--- src/rtl/usbep_cfg.svh ---
// Purpose: offsets, field positions and counts of the endpoint block
// Assumes: 8-bit register port, byte addressed
// Notes: definitions only
`ifndef USBEP_CFG_SVH
`define USBEP_CFG_SVH
`define USBEP_OFF_CFG 8'h1F
`define USBEP_OFF_A0 8'h12
`define USBEP_OFF_A1 8'h14
`define USBEP_OFF_A2 8'h16
`define USBEP_OFF_B0 8'h42
`define USBEP_OFF_B1 8'h44
`define USBEP_CFG_SIZE 7
`define USBEP_CFG_ONE 6
`define USBEP_BIT_SETUP 7
`define USBEP_BIT_IN 6
`define USBEP_BIT_OUT 5
`define USBEP_BIT_ACK 4
`define USBEP_MODE_DIS 4'h0
`define USBEP_MODE_NAKIO 4'h1
`define USBEP_MODE_STOUT 4'h2
`define USBEP_MODE_STALL 4'h3
`define USBEP_MODE_IGN 4'h4
`define USBEP_MODE_ISOOUT 4'h5
`define USBEP_STALL_PER_BYTE 6'h03
`define USBEP_MASK_8 5'h07
`define USBEP_MASK_32 5'h1F
`define USBEP_S0_BASE0 8'hF8
`define USBEP_S0_BASE1 8'hF0
`define USBEP_S0_BASE2 8'hE8
`define USBEP_S0_BASE3 8'hE0
`define USBEP_S0_BASE4 8'hD8
`define USBEP_S1_BASE0 8'hB8
`define USBEP_S1_BASE1 8'hC0
`define USBEP_S1_BASE2 8'hE0
`define USBEP_S1_BASE3 8'hA8
`define USBEP_S1_BASE4 8'hB0
`endif

--- src/rtl/usbep_pkg.sv ---
// Purpose: types of the endpoint block
// Assumes: nothing
// Notes: constants live in usbep_cfg.svh
package usbep_pkg;
  typedef enum logic [1:0] {
    USBEP_TK_OUT = 2'h0,
    USBEP_TK_IN = 2'h1,
    USBEP_TK_SETUP = 2'h2
  } usbep_tok_type;
  typedef enum logic [1:0] {
    USBEP_RS_IGNORE = 2'h0,
    USBEP_RS_ACK = 2'h1,
    USBEP_RS_NAK = 2'h2,
    USBEP_RS_STALL = 2'h3
  } usbep_resp_type;
  typedef enum logic [2:0] {
    USBEP_PH_IDLE = 3'h1,
    USBEP_PH_BUSY = 3'h2,
    USBEP_PH_FORCE = 3'h4
  } usbep_phase_type;
  typedef struct packed {
    logic tok;
    usbep_tok_type kind;
    logic addr_b;
    logic [2:0] ep;
    logic data_start;
    logic ack_start;
    logic update;
    logic acked;
  } usbep_evt_type;
  typedef struct packed {
    logic valid;
    logic addr_b;
    logic [2:0] ep;
    logic [4:0] off;
    logic [7:0] data;
  } usbep_fwr_type;
  typedef struct packed {
    logic we;
    logic [7:0] addr;
    logic [7:0] data;
  } usbep_ram_type;
endpackage

--- src/rtl/usbep_core.sv ---
// Purpose: endpoint configuration and the five endpoint mode registers
// Assumes: serial engine events arrive as one-cycle pulses
// Notes: slots 0..2 are A0..A2, slot 3 is B0 or A3, slot 4 is B1 or A4
`include "usbep_cfg.svh"
module usbep_core (
  input wire logic ref_clk,
  input wire logic rst_n,
  input wire logic [7:0] cpu_addr,
  input wire logic [7:0] cpu_wdata,
  input wire logic cpu_wr,
  input wire logic cpu_rd,
  output logic [7:0] cpu_rdata,
  input wire usbep_pkg::usbep_ram_type cpu_mem,
  input wire usbep_pkg::usbep_evt_type evt,
  input wire usbep_pkg::usbep_fwr_type fwr,
  output usbep_pkg::usbep_resp_type resp,
  output logic resp_valid,
  output usbep_pkg::usbep_ram_type ram,
  output logic cpu_stall
);
  logic [1:0] cfg_r;
  logic [7:0] mode_r [5];
  logic [4:0] lock_r;
  logic [2:0] cur_slot_r;
  logic cur_ctrl_r;
  usbep_pkg::usbep_tok_type cur_kind_r;
  usbep_pkg::usbep_phase_type phase_r;
  usbep_pkg::usbep_phase_type phase_nxt;
  usbep_pkg::usbep_resp_type resp_r;
  usbep_pkg::usbep_resp_type tok_resp;
  usbep_pkg::usbep_ram_type ram_r;
  logic resp_valid_r;
  logic [7:0] rdata_r;
  logic [5:0] stall_cnt_r;
  logic [5:0] stall_cnt_nxt;
  logic stall_r;
  logic one_addr;
  logic big;
  logic [3:0] tok_sl;
  logic [3:0] fw_sl;
  logic [3:0] cpu_sl;
  logic [4:0] upd_v;
  logic [4:0] set_v;
  logic [4:0] cwr_v;
  logic [4:0] crd_v;
  logic refuse;

  assign one_addr = cfg_r[0];
  assign big = cfg_r[1];

  // Map address and endpoint number to a slot; bit 3 marks a valid slot
  function automatic logic [3:0] slot_of(input logic b, input logic [2:0] ep, input logic one);
    logic [3:0] s;
    s = 4'h0;
    if (one) begin
      s = {(!b && ep < 3'h5), ep};
    end else if (b) begin
      s = {(ep < 3'h2), ep + 3'h3};
    end else begin
      s = {(ep < 3'h3), ep};
    end
    return s;
  endfunction

  function automatic logic is_ctrl(input logic [2:0] s, input logic one);
    return (s == 3'h0) || (s == 3'h3 && !one);
  endfunction

  // FIFO start in user RAM; placement depends only on the slot and the size bit
  function automatic logic [7:0] fifo_base(input logic sz, input logic [2:0] s);
    logic [7:0] a;
    a = 8'h00;
    unique case (s)
      3'h0: a = sz ? `USBEP_S1_BASE0 : `USBEP_S0_BASE0;
      3'h1: a = sz ? `USBEP_S1_BASE1 : `USBEP_S0_BASE1;
      3'h2: a = sz ? `USBEP_S1_BASE2 : `USBEP_S0_BASE2;
      3'h3: a = sz ? `USBEP_S1_BASE3 : `USBEP_S0_BASE3;
      default: a = sz ? `USBEP_S1_BASE4 : `USBEP_S0_BASE4;
    endcase
    return a;
  endfunction

  function automatic logic [3:0] reg_slot(input logic [7:0] a);
    logic [3:0] s;
    s = 4'h0;
    case (a)
      `USBEP_OFF_A0: s = 4'h8;
      `USBEP_OFF_A1: s = 4'h9;
      `USBEP_OFF_A2: s = 4'hA;
      `USBEP_OFF_B0: s = 4'hB;
      `USBEP_OFF_B1: s = 4'hC;
      default: s = 4'h0;
    endcase
    return s;
  endfunction

  // Handshake chosen from the mode field
  function automatic usbep_pkg::usbep_resp_type resp_of(
    input logic [3:0] m, input usbep_pkg::usbep_tok_type k, input logic ctrl);
    usbep_pkg::usbep_resp_type r;
    logic su;
    su = (k == usbep_pkg::USBEP_TK_SETUP);
    r = usbep_pkg::USBEP_RS_NAK;
    case (m)
      `USBEP_MODE_DIS: r = usbep_pkg::USBEP_RS_IGNORE;
      `USBEP_MODE_NAKIO: r = su ? usbep_pkg::USBEP_RS_ACK : usbep_pkg::USBEP_RS_NAK;
      `USBEP_MODE_STOUT: begin
        // Status stage accepts OUT; there is no variant that NAKs IN
        r = (k == usbep_pkg::USBEP_TK_IN) ? usbep_pkg::USBEP_RS_STALL : usbep_pkg::USBEP_RS_ACK;
      end
      `USBEP_MODE_STALL: r = su ? usbep_pkg::USBEP_RS_ACK : usbep_pkg::USBEP_RS_STALL;
      `USBEP_MODE_IGN: r = su ? usbep_pkg::USBEP_RS_ACK : usbep_pkg::USBEP_RS_IGNORE;
      `USBEP_MODE_ISOOUT: begin
        r = (k == usbep_pkg::USBEP_TK_OUT) ? usbep_pkg::USBEP_RS_ACK : usbep_pkg::USBEP_RS_IGNORE;
      end
      default: r = usbep_pkg::USBEP_RS_NAK;
    endcase
    if (su && !ctrl) begin
      r = usbep_pkg::USBEP_RS_IGNORE;
    end
    return r;
  endfunction

  assign tok_sl = slot_of(evt.addr_b, evt.ep, one_addr);
  assign fw_sl = slot_of(fwr.addr_b, fwr.ep, one_addr);
  assign cpu_sl = reg_slot(cpu_addr);
  assign tok_resp = resp_of(mode_r[tok_sl[2:0]][3:0], evt.kind, is_ctrl(tok_sl[2:0], one_addr));

  always_ff @(posedge ref_clk or negedge rst_n) begin
    if (!rst_n) begin
      cfg_r <= 2'h0;
    end else if (cpu_wr && cpu_addr == `USBEP_OFF_CFG) begin
      cfg_r <= {cpu_wdata[`USBEP_CFG_SIZE], cpu_wdata[`USBEP_CFG_ONE]};
    end
  end

  // Token answer, one cycle after the token
  always_ff @(posedge ref_clk or negedge rst_n) begin
    if (!rst_n) begin
      resp_r <= usbep_pkg::USBEP_RS_IGNORE;
      resp_valid_r <= 1'b0;
    end else begin
      resp_valid_r <= evt.tok;
      resp_r <= tok_sl[3] ? tok_resp : usbep_pkg::USBEP_RS_IGNORE;
    end
  end

  always_ff @(posedge ref_clk or negedge rst_n) begin
    if (!rst_n) begin
      cur_slot_r <= 3'h0;
      cur_ctrl_r <= 1'b0;
      cur_kind_r <= usbep_pkg::USBEP_TK_OUT;
    end else if (evt.tok) begin
      cur_slot_r <= tok_sl[2:0];
      cur_ctrl_r <= is_ctrl(tok_sl[2:0], one_addr);
      cur_kind_r <= evt.kind;
    end
  end

  // Transaction phase; FORCE spans SETUP data start to ACK start
  always_comb begin
    phase_nxt = phase_r;
    unique case (phase_r)
      usbep_pkg::USBEP_PH_IDLE: begin
        if (evt.tok && tok_sl[3] && tok_resp != usbep_pkg::USBEP_RS_IGNORE) begin
          phase_nxt = usbep_pkg::USBEP_PH_BUSY;
        end
      end
      usbep_pkg::USBEP_PH_BUSY: begin
        if (evt.update) begin
          phase_nxt = usbep_pkg::USBEP_PH_IDLE;
        end else if (evt.data_start && cur_ctrl_r && cur_kind_r == usbep_pkg::USBEP_TK_SETUP) begin
          phase_nxt = usbep_pkg::USBEP_PH_FORCE;
        end
      end
      usbep_pkg::USBEP_PH_FORCE: begin
        if (evt.ack_start || evt.update) begin
          phase_nxt = evt.update ? usbep_pkg::USBEP_PH_IDLE : usbep_pkg::USBEP_PH_BUSY;
        end
      end
      default: phase_nxt = usbep_pkg::USBEP_PH_IDLE;
    endcase
  end

  always_ff @(posedge ref_clk or negedge rst_n) begin
    if (!rst_n) begin
      phase_r <= usbep_pkg::USBEP_PH_IDLE;
    end else begin
      phase_r <= phase_nxt;
    end
  end

  genvar gi;
  generate
    for (gi = 0; gi < 5; gi++) begin : g_slot
      localparam logic [2:0] SL = 3'(gi);
      logic ctrl;
      logic [7:0] m_nxt;
      assign ctrl = is_ctrl(SL, one_addr);
      assign upd_v[gi] = evt.update && phase_r != usbep_pkg::USBEP_PH_IDLE && cur_slot_r == SL;
      assign set_v[gi] = ctrl && cur_slot_r == SL && phase_nxt == usbep_pkg::USBEP_PH_FORCE;
      assign cwr_v[gi] = cpu_wr && cpu_sl[3] && cpu_sl[2:0] == SL;
      assign crd_v[gi] = cpu_rd && cpu_sl[3] && cpu_sl[2:0] == SL;

      always_comb begin
        m_nxt = mode_r[gi];
        if (cwr_v[gi]) begin
          if (!ctrl) begin
            m_nxt = cpu_wdata;
          end else begin
            if (!lock_r[gi]) begin
              m_nxt[6:0] = cpu_wdata[6:0];
            end
            m_nxt[`USBEP_BIT_SETUP] = 1'b0;
          end
        end
        if (upd_v[gi]) begin
          if (evt.acked) begin
            m_nxt[`USBEP_BIT_ACK] = 1'b1;
          end
          if (ctrl && cur_kind_r == usbep_pkg::USBEP_TK_OUT) begin
            m_nxt[`USBEP_BIT_OUT] = 1'b1;
          end
          if (ctrl && cur_kind_r == usbep_pkg::USBEP_TK_IN) begin
            m_nxt[`USBEP_BIT_IN] = 1'b1;
          end
          if (ctrl && cur_kind_r == usbep_pkg::USBEP_TK_SETUP && mode_r[gi][3:0] != `USBEP_MODE_DIS) begin
            m_nxt[3:0] = `USBEP_MODE_NAKIO;
          end
        end
        if (set_v[gi]) begin
          m_nxt[`USBEP_BIT_SETUP] = 1'b1;
        end
      end

      always_ff @(posedge ref_clk or negedge rst_n) begin
        if (!rst_n) begin
          mode_r[gi] <= 8'h00;
        end else begin
          mode_r[gi] <= m_nxt;
        end
      end

      // Update of a control slot locks, a later read unlocks; the update wins a tie
      always_ff @(posedge ref_clk or negedge rst_n) begin
        if (!rst_n) begin
          lock_r[gi] <= 1'b0;
        end else if (upd_v[gi] && ctrl) begin
          lock_r[gi] <= 1'b1;
        end else if (crd_v[gi] || !ctrl) begin
          lock_r[gi] <= 1'b0;
        end
      end
    end
  endgenerate

  always_ff @(posedge ref_clk or negedge rst_n) begin
    if (!rst_n) begin
      rdata_r <= 8'h00;
    end else if (cpu_rd && cpu_sl[3]) begin
      rdata_r <= mode_r[cpu_sl[2:0]];
    end else if (cpu_rd && cpu_addr == `USBEP_OFF_CFG) begin
      rdata_r <= {cfg_r, 6'h00};
    end else begin
      rdata_r <= 8'h00;
    end
  end

  // CPU writes into a control FIFO are dropped while its setup bit is up
  assign refuse = cpu_mem.we && (
    ({cpu_mem.addr[7:3], 3'h0} == fifo_base(big, 3'h0) && mode_r[0][`USBEP_BIT_SETUP]) ||
    (!one_addr && {cpu_mem.addr[7:3], 3'h0} == fifo_base(big, 3'h3) && mode_r[3][`USBEP_BIT_SETUP]));

  // Engine owns the RAM bus while it writes a received byte
  always_ff @(posedge ref_clk or negedge rst_n) begin
    if (!rst_n) begin
      ram_r <= '0;
    end else if (fwr.valid && fw_sl[3]) begin
      ram_r.we <= 1'b1;
      ram_r.data <= fwr.data;
      ram_r.addr <= fifo_base(big, fw_sl[2:0]) + {3'h0, fwr.off & ((big && (fw_sl[2:0] == 3'h1 ||
        fw_sl[2:0] == 3'h2)) ? `USBEP_MASK_32 : `USBEP_MASK_8)};
    end else begin
      ram_r.we <= cpu_mem.we && !refuse;
      ram_r.data <= cpu_mem.data;
      ram_r.addr <= cpu_mem.addr;
    end
  end

  always_comb begin
    stall_cnt_nxt = stall_cnt_r - {5'h00, (stall_cnt_r != 6'h00)};
    if (fwr.valid && fw_sl[3]) begin
      stall_cnt_nxt = stall_cnt_nxt + `USBEP_STALL_PER_BYTE;
    end
  end

  always_ff @(posedge ref_clk or negedge rst_n) begin
    if (!rst_n) begin
      stall_cnt_r <= 6'h00;
      stall_r <= 1'b0;
    end else begin
      stall_cnt_r <= stall_cnt_nxt;
      stall_r <= stall_cnt_nxt != 6'h00;
    end
  end

  assign cpu_rdata = rdata_r;
  assign resp = resp_r;
  assign resp_valid = resp_valid_r;
  assign ram = ram_r;
  assign cpu_stall = stall_r;
endmodule

--- config.mk ---
export PLATFORM = sky130hd
export DESIGN_NAME = usbep_core
export DESIGN_NICKNAME = d
export VERILOG_FILES = /design/src/rtl/usbep_pkg.sv /design/src/rtl/usbep_core.sv
export VERILOG_INCLUDE_DIRS = /design/src /design/src/rtl
export SDC_FILE = /design/constraint.sdc
export NUM_CORES = 1
export LEC_CHECK = 0
export ABC_AREA = 0
export BUFFER_PORTS_ARGS = -buffer_cell sky130_fd_sc_hd__buf_4
export CORE_ASPECT_RATIO = 0.9
export CORE_UTILIZATION = 50
export DETAILED_ROUTE_END_ITERATION = 6
export PLACE_DENSITY = 0.83
export SLEW_MARGIN = 20
export SYNTH_ARGS = -nofsm -noshare
export SYNTH_HDL_FRONTEND = slang
export SYNTH_SLANG_ARGS = --single-unit
--- constraint.sdc ---
create_clock -name ref_clk -period 2.5 [get_ports ref_clk]
set_input_delay 0.25 -clock ref_clk [delete_from_list [all_inputs] [get_ports ref_clk]]
set_output_delay 0.25 -clock ref_clk [all_outputs]
set_load 0.02 [all_outputs]
After elaboration in Yosys (flattened, before gate mapping)
Cells that the tools add are included.
{"block": "op_classes", "n_eq_ne": 34, "muxes": 67, "n_addsub": 5, "order_cmp": 8, "bitwise": 3, "reduce_logical": 67}
{"op": "two-way mux 7 bit", "count": 10}
{"op": "two-way mux 8 bit", "count": 8}
{"op": "binary-select mux 8 bit (select 3 bit)", "count": 2}
{"op": "logical AND 1 bit", "count": 41}
{"op": "two-way mux 4 bit", "count": 9}
{"op": "equality test 8 x 5 -> 1 bit (second input constant)", "count": 4}
{"op": "case mux 7 bit (4 select lines)", "count": 1}
{"op": "equality test 3 x 2 -> 1 bit (second input constant)", "count": 8}
{"op": "two-way mux 5 bit", "count": 4}
{"op": "case mux 4 bit (5 select lines)", "count": 1}
{"op": "two-way mux 1 bit", "count": 17}
{"op": "two-way mux 17 bit", "count": 1}
{"op": "equality test 8 x 7 -> 1 bit (second input constant)", "count": 2}
{"op": "equality test 8 bit", "count": 2}
{"op": "equality test 3 x 1 -> 1 bit (second input constant)", "count": 4}
{"op": "equality test 3 bit (second input constant)", "count": 4}
{"op": "logical NOT 3 bit", "count": 4}
{"op": "< comparator 3 x 2 -> 1 bit (second input constant)", "count": 4}
{"op": "two-way mux 2 bit", "count": 6}
{"op": "two-way mux 3 bit", "count": 4}
{"op": "two-way mux 6 bit", "count": 2}
{"op": "case mux 2 bit (6 select lines)", "count": 1}
{"op": "nonzero test 6 bit", "count": 2}
{"op": "nonzero test 2 bit", "count": 5}
{"op": "other kinds (20)", "count": 38}
{"block": "word_totals", "word_cells": 209, "ff_bits": 88, "input_bits": 66, "output_inout_bits": 29}

Depth between registers and ports, before layout
Gate-level depths: netlist of run 1.
{"block": "depth", "depth_word": 17, "ltp_mapped": 11, "mapped_depth_nobuf": 11}

Least setup slack after synthesis of run 1
No wires, ideal clock.
{"block": "synth_timing", "kind": "flip-flop to flip-flop", "from": "register stall_cnt_r[2]", "to": "register stall_r (netlist: cpu_stall)", "setup_time_ns": 0.131, "slack_ns": -0.165, "required_time_ns": 2.369, "synth_period_minus_slack_ns": 2.665, "n_path_buf": 0, "t_arrival_ns": 2.534, "path_stages_with_launch": 10, "path_cell_list": "dfrtp_1 > nor4_1 > nand2_1 > ha_1 > ha_1 > ha_1 > nor2_2 > xnor2_1 > or4_1 > or3_1"}
{"block": "synth_via", "elab_chain_cells": 5}
{"item": "start: declaration", "line": "usbep_core.sv:34", "rtl": "logic [5:0] stall_cnt_r;"}
{"item": "start signal: assignment", "line": "usbep_core.sv:302", "rtl": "stall_cnt_r <= stall_cnt_nxt;"}
{"item": "nonzero test 6 bit", "line": "usbep_core.sv:291", "rtl": "stall_cnt_nxt = stall_cnt_r - {5'h00, (stall_cnt_r != 6'h00)};"}
{"item": "subtractor 6 x 1 -> 6 bit *", "line": "usbep_core.sv:291"}
{"item": "adder 6 x 2 -> 6 bit (no source line)"}
{"item": "two-way mux 6 bit *", "line": "usbep_core.sv:292", "rtl": "if (fwr.valid && fw_sl[3]) begin"}
{"item": "named net stall_cnt_nxt[2]", "line": "usbep_core.sv:35", "rtl": "logic [5:0] stall_cnt_nxt;"}
{"item": "nonzero test 6 bit *", "line": "usbep_core.sv:303", "rtl": "stall_r <= stall_cnt_nxt != 6'h00;"}
{"item": "end signal: assignment", "line": "usbep_core.sv:300", "rtl": "stall_r <= 1'b0;"}
{"item": "end signal: assignment", "line": "usbep_core.sv:303"}
{"item": "end: declaration", "line": "usbep_core.sv:36", "rtl": "logic stall_r;"}
The timed path passes the listed nets; every way through them passes the cells marked *.
A chain may end at the register's enable or synchronous reset.

Worst setup path in the final report of run 1
{"block": "layout_timing", "from": "register stall_cnt_r[3]", "to": "register stall_r (netlist: cpu_stall)"}
The elaborated chain is that of the path after synthesis.

==> impl_metrics.json, run 1 <==
{
  "dr.pass1.iters": 5,
  "synth.top_cell.area_share_pct": 46.3,
  "cp_cell_sequence": "nor4_4 -> nand2_1 -> ha_2 -> ha_4 -> xnor2_4 -> a211oi_4 -> xnor2_2 -> or4_1 -> or3_1",
  "ys_types": 58,
  "fp-row-count": 33,
  "tightest_slew_ps": 588,
  "grt_usage_pct": 25.1,
  "slowest_delay_ps": 490,
  "critPathBufInv": 0,
  "antenna_found_initial": 0,
  "nets": 670,
  "gp_congestion": 0.880,
  "port_buffers": 94,
  "maxSlewViolCount": 0,
  "post_dp_cell_area_sq_mm": 0.00570,
  "vias": 4118,
  "worstSkewPairLatency_ps": 360,
  "status": "complete, but fails checks",
  "drt_wl_total_microns": 11800,
  "die_area_sq_mm": 0.00980,
  "clk_pin_slew_worst_paths_ps": 100,
  "hp-class": "in2reg",
  "setup_viol": 1,
  "async_reset_ff_share_pct": 100,
  "start_util_pct": 51.5,
  "synth_top_cell_by_area": "dfrtp_1",
  "design_area_sq_mm": 0.00599,
  "synthMostInstantiatedCell": "dfrtp_1",
  "seq_area_frac_synth_pct": 46.8,
  "fin_tns_setup_ps": -137,
  "dp_hpwl_microns": 8630,
  "min_period_ps": 2640,
  "synth_ff_type": "dfrtp_1",
  "slowest_stage": "or4_1",
  "reg2reg_depth": 9,
  "drive_gt1_share_pct": 31.1,
  "grt-ovfl-total": 0,
  "switching_share_pct": 32.2,
  "slew_headroom_pct": 60.7,
  "die_w_microns": 104,
  "critPathMaxFanout": 3,
  "dp.cells": 705,
  "hold_viol_final": 0,
  "setup_slack_ps": -137,
  "io_pins": 95,
  "synth_edf_count": 0,
  "coreArea_sq_mm": 0.00913,
  "drv_cap": 0,
  "clock_sinks": 88,
  "wl_per_cell_microns": 16.3,
  "cp.arrival_ps": 2880,
  "hold_depth": 3,
  "synth_common_cells": "dfrtp_1, nand2_1, nor2_1",
  "first_iter_violations": 321,
  "numCtsBuffers": 9,
  "p_switching_mw": 1.22,
  "fin_crit_sh_pct": 105,
  "grt_pass1_wl_microns": 19100,
  "synth_cells": 483,
  "cpLargestDelayFamily": "simple AND/OR/NAND/NOR gates",
  "leakagePower_nw": 2.81,
  "rsz0062_at_grt": "true",
  "p_per_area_mw_per_mm2": 631,
  "drc": 0,
  "syn2layout_area_growth_pct": 27.3,
  "total_power_mw": 3.78,
  "syn-num-nets": 557,
  "instances_no_fill": 723,
  "antennaDiodeCount": 0,
  "clock_power_share_pct": 25.2,
  "die_h_microns": 94.0,
  "via_per_inst": 5.70,
  "crit_type": "reg2reg",
  "postRouteAntennaNets": 0,
  "seq_power_share_pct": 43.9,
  "crit_path_start_kind": "flop",
  "grt_max_degree": 89,
  "cts_max_level": 3,
  "root_buffer": "clkbuf_8",
  "violations": "setup timing",
  "clock_skew_ps": 9.10,
  "grt_pass1_vias": 3996,
  "p_comb_share_pct": 30.8,
  "p_int_mw": 2.56,
  "synth.avg_cell_area_sq_um": 9.74,
  "required_ps": 2740,
  "cts_tree": "yes",
  "cts_buffer_depth": 2,
  "critical_path.endpoint_type": "flop",
  "crit_cells": 9,
  "syn-cell-area_sq_mm": 0.00470,
  "synth_area_leaders": "dfrtp_1, mux2_2, nand2_1, mux2i_1, nor2_1",
  "max_freq_mhz": 379,
  "place_ws_ps": -184,
  "synth_seq_cells": 88,
  "synth-warning-count": 0,
  "vdd_drop_max_v": 0.000434
}
through the flow:
step | util (%) | hold WS, ps
final | 65.6 | 73.8
after global routing | 65.6 | 57.4
after CTS | 65.0 | 62.7
after detailed placement | 62.5 | 327
after global placement | 62.5 | 319
after floorplan | - | -45.6
per-layer routing:
| layer | wire (microns) | part of all wire [%] | up-vias | track usage (%) |
|---|---|---|---|---|
| met1 | 4910 | 42 | 1956 | 31.9 |
| met5 | 0 | 0 | - | 0 |
| met2 | 5600 | 48 | 205 | 42.1 |
| met3 | 972 | 8.3 | 27 | 6.38 |
| li1 | - | - | 1930 | - |
| met4 | 279 | 2.4 | 0 | 8.45 |
cells by family after synthesis:
| family | synth area share (%) |
|---|---|
| multiplexers | 11.6 |
| AO/OA/AOI/OAI | 11.8 |
| flip-flops | 46.8 |
| XOR/XNOR | 3.75 |
| buffers and inverters | 3.38 |
| AND/OR/NAND/NOR | 20.4 |
| adder cells (fa/ha/maj) | 2.29 |
worst min-delay path, delay by kind of cell:
| kind | cells | cell delay (ps) |
|---|---|---|
| buf+inv | 1 | 80 |
| simple gates | 2 | 90 |
power groups by stage:
stage / logic [mW] / clock network [mW] / registers (mW)
after floorplan: 0.579 / 0 / 1.70
after global placement: 0.970 / 0 / 1.67
after detailed placement: 1.03 / 0 / 1.67
after CTS: 1.10 / 0.969 / 1.66
after global routing: 1.26 / 1.04 / 1.67
final: 1.16 / 0.953 / 1.66
layout by cell type, fill, tap and decap left out, types with 8 or more instances in the layout:
| cell | netlist | layout |
|---|---|---|
| inv_1 | 22 | 22 |
| nor2_1 | 47 | 46 |
| buf_4 | 0 | 117 |
| a21oi_1 | 16 | 16 |
| o22ai_1 | 10 | 10 |
| o31ai_1 | 8 | 8 |
| nand3_1 | 14 | 14 |
| clkbuf_8 | 0 | 11 |
| nand2_1 | 66 | 66 |
| mux2_2 | 26 | 26 |
| nor2b_1 | 10 | 10 |
| dfrtp_1 | 87 | 86 |
| nor4_1 | 10 | 9 |
| o21ai_0 | 21 | 19 |
| mux2i_1 | 23 | 23 |
| xnor2_1 | 11 | 8 |
final cells by class:
| class | count | area, sq um |
|---|---|---|
| multi-input cells | 356 | 2450 |
| repair buffers | 119 | 908 |
| flip-flops and latches | 88 | 2200 |
| clock inverters | 5 | 40.0 |
| fillers | 714 | 3140 |
| clock buffers | 11 | 151 |
| well taps | 122 | 153 |
| inverters | 22 | 82.6 |
final timing paths:
check	start	slack, ps	end
max	stall_cnt_r[3]$_DFF_PN0_	-140	cpu_stall$_DFF_PN0_
min	fwr[8]	70	ram[8]$_DFF_PN0_
max reg2reg	stall_cnt_r[3]$_DFF_PN0_	-140	cpu_stall$_DFF_PN0_
min reg2reg	cur_slot_r[2]$_DFFE_PN0P_	490	mode_r[20]$_DFF_PN0_
max in group asynchronous	rst_n	1650	phase_r[0]$_DFF_PN1_
min in group asynchronous	rst_n	430	ram[6]$_DFF_PN0_
flip-flops by register name, summed over array words and instances (netlist names), 2 cells and up:
| signal | flops |
|---|---|
| cfg_r | 2 |
| cpu_rdata | 8 |
| cur_kind_r | 2 |
| cur_slot_r | 3 |
| lock_r | 2 |
| mode_r | 40 |
| phase_r | 3 |
| ram | 17 |
| resp | 2 |
| stall_cnt_r | 6 |
what timing repair did:
action | CTS | global route
cloned | 0 | 0
pin swaps | 1 | 4
setup endpoints to repair | 1 | 6
endpoints found under the hold margin | 87 | 0
hold buffers | 1 | 0
setup buffers | 0 | 1
gates resized for setup | 4 | 12
No activity file was read; power rests on OpenSTA's default activity.
==> inputs of run 2 (changes only) <==
Settings changed: ABC_AREA 0 to 1, TNS_END_PERCENT set to 1.
==> impl_metrics.json, run 2 <==
{
  "crit_path_start_kind": "flop",
  "cts_tree": "yes",
  "fin_crit_sh_pct": 102,
  "tightest_slew_ps": 573,
  "fin_tns_setup_ps": -48.9,
  "synth_edf_count": 0,
  "synthMostInstantiatedCell": "nand2_1",
  "async_reset_ff_share_pct": 100,
  "crit_path_start": "cfg_r[0]$_DFFE_PN0P_",
  "cp.arrival_ps": 2820,
  "io_pins": 95,
  "syn2layout_area_growth_pct": 25.3,
  "rsz0062_at_grt": "true",
  "syn-num-nets": 677,
  "synth_top_cell_by_area": "dfrtp_1",
  "critical_path.endpoint_type": "flop",
  "die_w_microns": 105,
  "synth_cells": 603,
  "drt_wl_total_microns": 12300,
  "final_cell_mix": "nand2_1, buf_4, dfrtp_1, inv_1, o21ai_0",
  "required_ps": 2780,
  "grt_max_degree": 53,
  "leakagePower_nw": 3.00,
  "synth_ff_type": "dfrtp_1",
  "vias": 4591,
  "antennaDiodeCount": 0,
  "grt_usage_pct": 26.5,
  "synth.avg_cell_area_sq_um": 7.84,
  "worstSkewPairLatency_ps": 380,
  "coreArea_sq_mm": 0.00917,
  "cp_cell_sequence": "nor2_2 -> inv_1 -> or2_1 -> xor2_2 -> inv_1 -> o21ai_2 -> xnor2_1 -> ha_1 -> inv_1 -> fa_2 -> or2_1 -> o21ai_1 -> nand2_1",
  "r2r_start": "cfg_r[0]$_DFFE_PN0P_",
  "via_per_inst": 5.49,
  "slew_headroom_pct": 61.7,
  "dp_hpwl_microns": 9160,
  "largest_reg_flops": 40,
  "hold_viol_final": 0,
  "grt_pass1_wl_microns": 20500,
  "synth_area_leaders": "dfrtp_1, nand2_1, inv_1, o21ai_0, nand3_1",
  "largest_register": "mode_r",
  "clock_skew_ps": 10.8,
  "synth_common_cells": "nand2_1, dfrtp_1, inv_1",
  "vdd_drop_max_v": 0.000423,
  "gp_congestion": 0.939,
  "total_power_mw": 4.07,
  "seq_area_frac_synth_pct": 46.6,
  "p_per_area_mw_per_mm2": 688,
  "first_iter_violations": 399,
  "min_period_ps": 2550,
  "crit_type": "reg2reg",
  "hp-class": "in2reg",
  "cts_buffer_depth": 2,
  "ys_types": 46,
  "fp-row-count": 33,
  "max_freq_mhz": 392,
  "clock_sinks": 88,
  "grt_pass1_vias": 4463,
  "post-route-util_pct": 64.6,
  "n_fill_cell": 781,
  "final_common_cell": "nand2_1",
  "place_ws_ps": -178,
  "numCtsBuffers": 9,
  "instances_no_fill": 837,
  "synth.top_cell.area_share_pct": 46.0,
  "maxSlewViolCount": 0,
  "root_buffer": "clkbuf_8",
  "postRouteAntennaNets": 0,
  "port_buffers": 94,
  "clk_pin_slew_worst_paths_ps": 100,
  "syn-cell-area_sq_mm": 0.00473,
  "start_util_pct": 51.6,
  "antenna_found_initial": 0,
  "cts_max_level": 3,
  "crit_top_cell": "inv_1",
  "die_h_microns": 94.3,
  "drv_cap": 0,
  "status": "complete, but fails checks",
  "synth_seq_cells": 88,
  "wl_per_cell_microns": 14.7,
  "hp-start": "evt[10]",
  "slowest_stage": "dfrtp_1",
  "critPathMaxFanout": 4,
  "dr.pass1.iters": 5,
  "dp.cells": 818,
  "grt-ovfl-total": 0,
  "synth-warning-count": 0,
  "slowest_delay_ps": 410,
  "drc": 0,
  "die_area_sq_mm": 0.00985,
  "violations": "setup timing",
  "nets": 784,
  "setup_slack_ps": -48.9,
  "setup_viol": 1,
  "drive_gt1_share_pct": 21.5
}
[run 2: cell types whose count changed in the layout (fill, tap and decap cells not counted), moves of 8 or more]
cell,before,now
o21ai_0,19,49
o221ai_1,2,14
nor2b_1,10,0
nor2_1,46,29
nand2_1,66,178
inv_1,22,77
nand3_1,14,48
nor4_1,9,1
buf_4,117,106
mux2_2,26,0
o22ai_1,10,2
mux2i_1,23,2
[run 2: path summary, 6_finish.rpt]
check	to	slack [ps]	cells after the start
setup / recovery	ram[15]$_DFF_PN0_	-50	13
hold / removal	resp_valid$_DFF_PN0_	60	1
setup reg to reg	ram[15]$_DFF_PN0_	-50	13
hold reg to reg	mode_r[6]$_DFFE_PN0P_	500	2
max in group asynchronous	phase_r[0]$_DFF_PN1_	1470	3
min in group asynchronous	stall_cnt_r[1]$_DFF_PN0_	380	2
[run 2: per-stage QoR]
step	cell area, sq um	hold WS (ps)
finish	5920	55.1
global route	5920	47.0
CTS	5880	45.4
detailed placement	5640	241
global placement	5640	239
floorplan	4740	-45.6
[run 2: cells by family after synthesis]
logic type / share of synthesized area, %
fa+ha+maj: 2.28
mux: 0.423
compound gates: 13.8
simple gates: 26.7
flops: 46.6
buf+inv: 7.78
xor+xnor: 2.38
[run 2: what timing repair did]
action | 4_1_cts | 5_1_grt
gates resized for setup | 4 | 9
hold buffers | 1 | 0
setup buffers | 2 | 0
endpoints found under the setup margin | 3 | 7
hold endpoints to repair | 36 | 0
pin swaps | 4 | 1
[run 2: power breakdown]
part,switching (mW),internal (mW)
Combinational,0.710,0.508
Clock,0.555,0.477
Sequential,0.152,1.67
[run 2: area by class of cell]
type                            count  area (sq um)  area share [%]
Multi-Input combinational cell    419          2220            37.5
Sequential cell                    88          2200            37.2
Timing Repair Buffer              108           826            13.9
Inverter                           84           318            5.36
Tap cell                          122           153            2.58
Clock buffer                       10           128            2.15
Clock inverter                      6          73.8            1.25
[run 2: critical path, delay by kind of cell, from the launching register on]
family | cells | cell delay (ps)
buffers and inverters | 3 | 210
AO/OA/AOI/OAI | 2 | 280
AND/OR/NAND/NOR | 4 | 670
XOR/XNOR | 2 | 360
adder cells (fa/ha/maj) | 2 | 520
flip-flops | 1 | 410
[run 2: routing by layer]
| layer | share of wire (%) | track usage [%] | up-vias | wire length, microns |
|---|---|---|---|---|
| li1 | - | - | 2198 | - |
| met2 | 49 | 45.8 | 213 | 6010 |
| met4 | 2.2 | 11.1 | 0 | 274 |
| met3 | 7.3 | 5.76 | 23 | 897 |
| met5 | 0 | 0 | - | 0 |
| met1 | 42 | 32.4 | 2157 | 5150 |
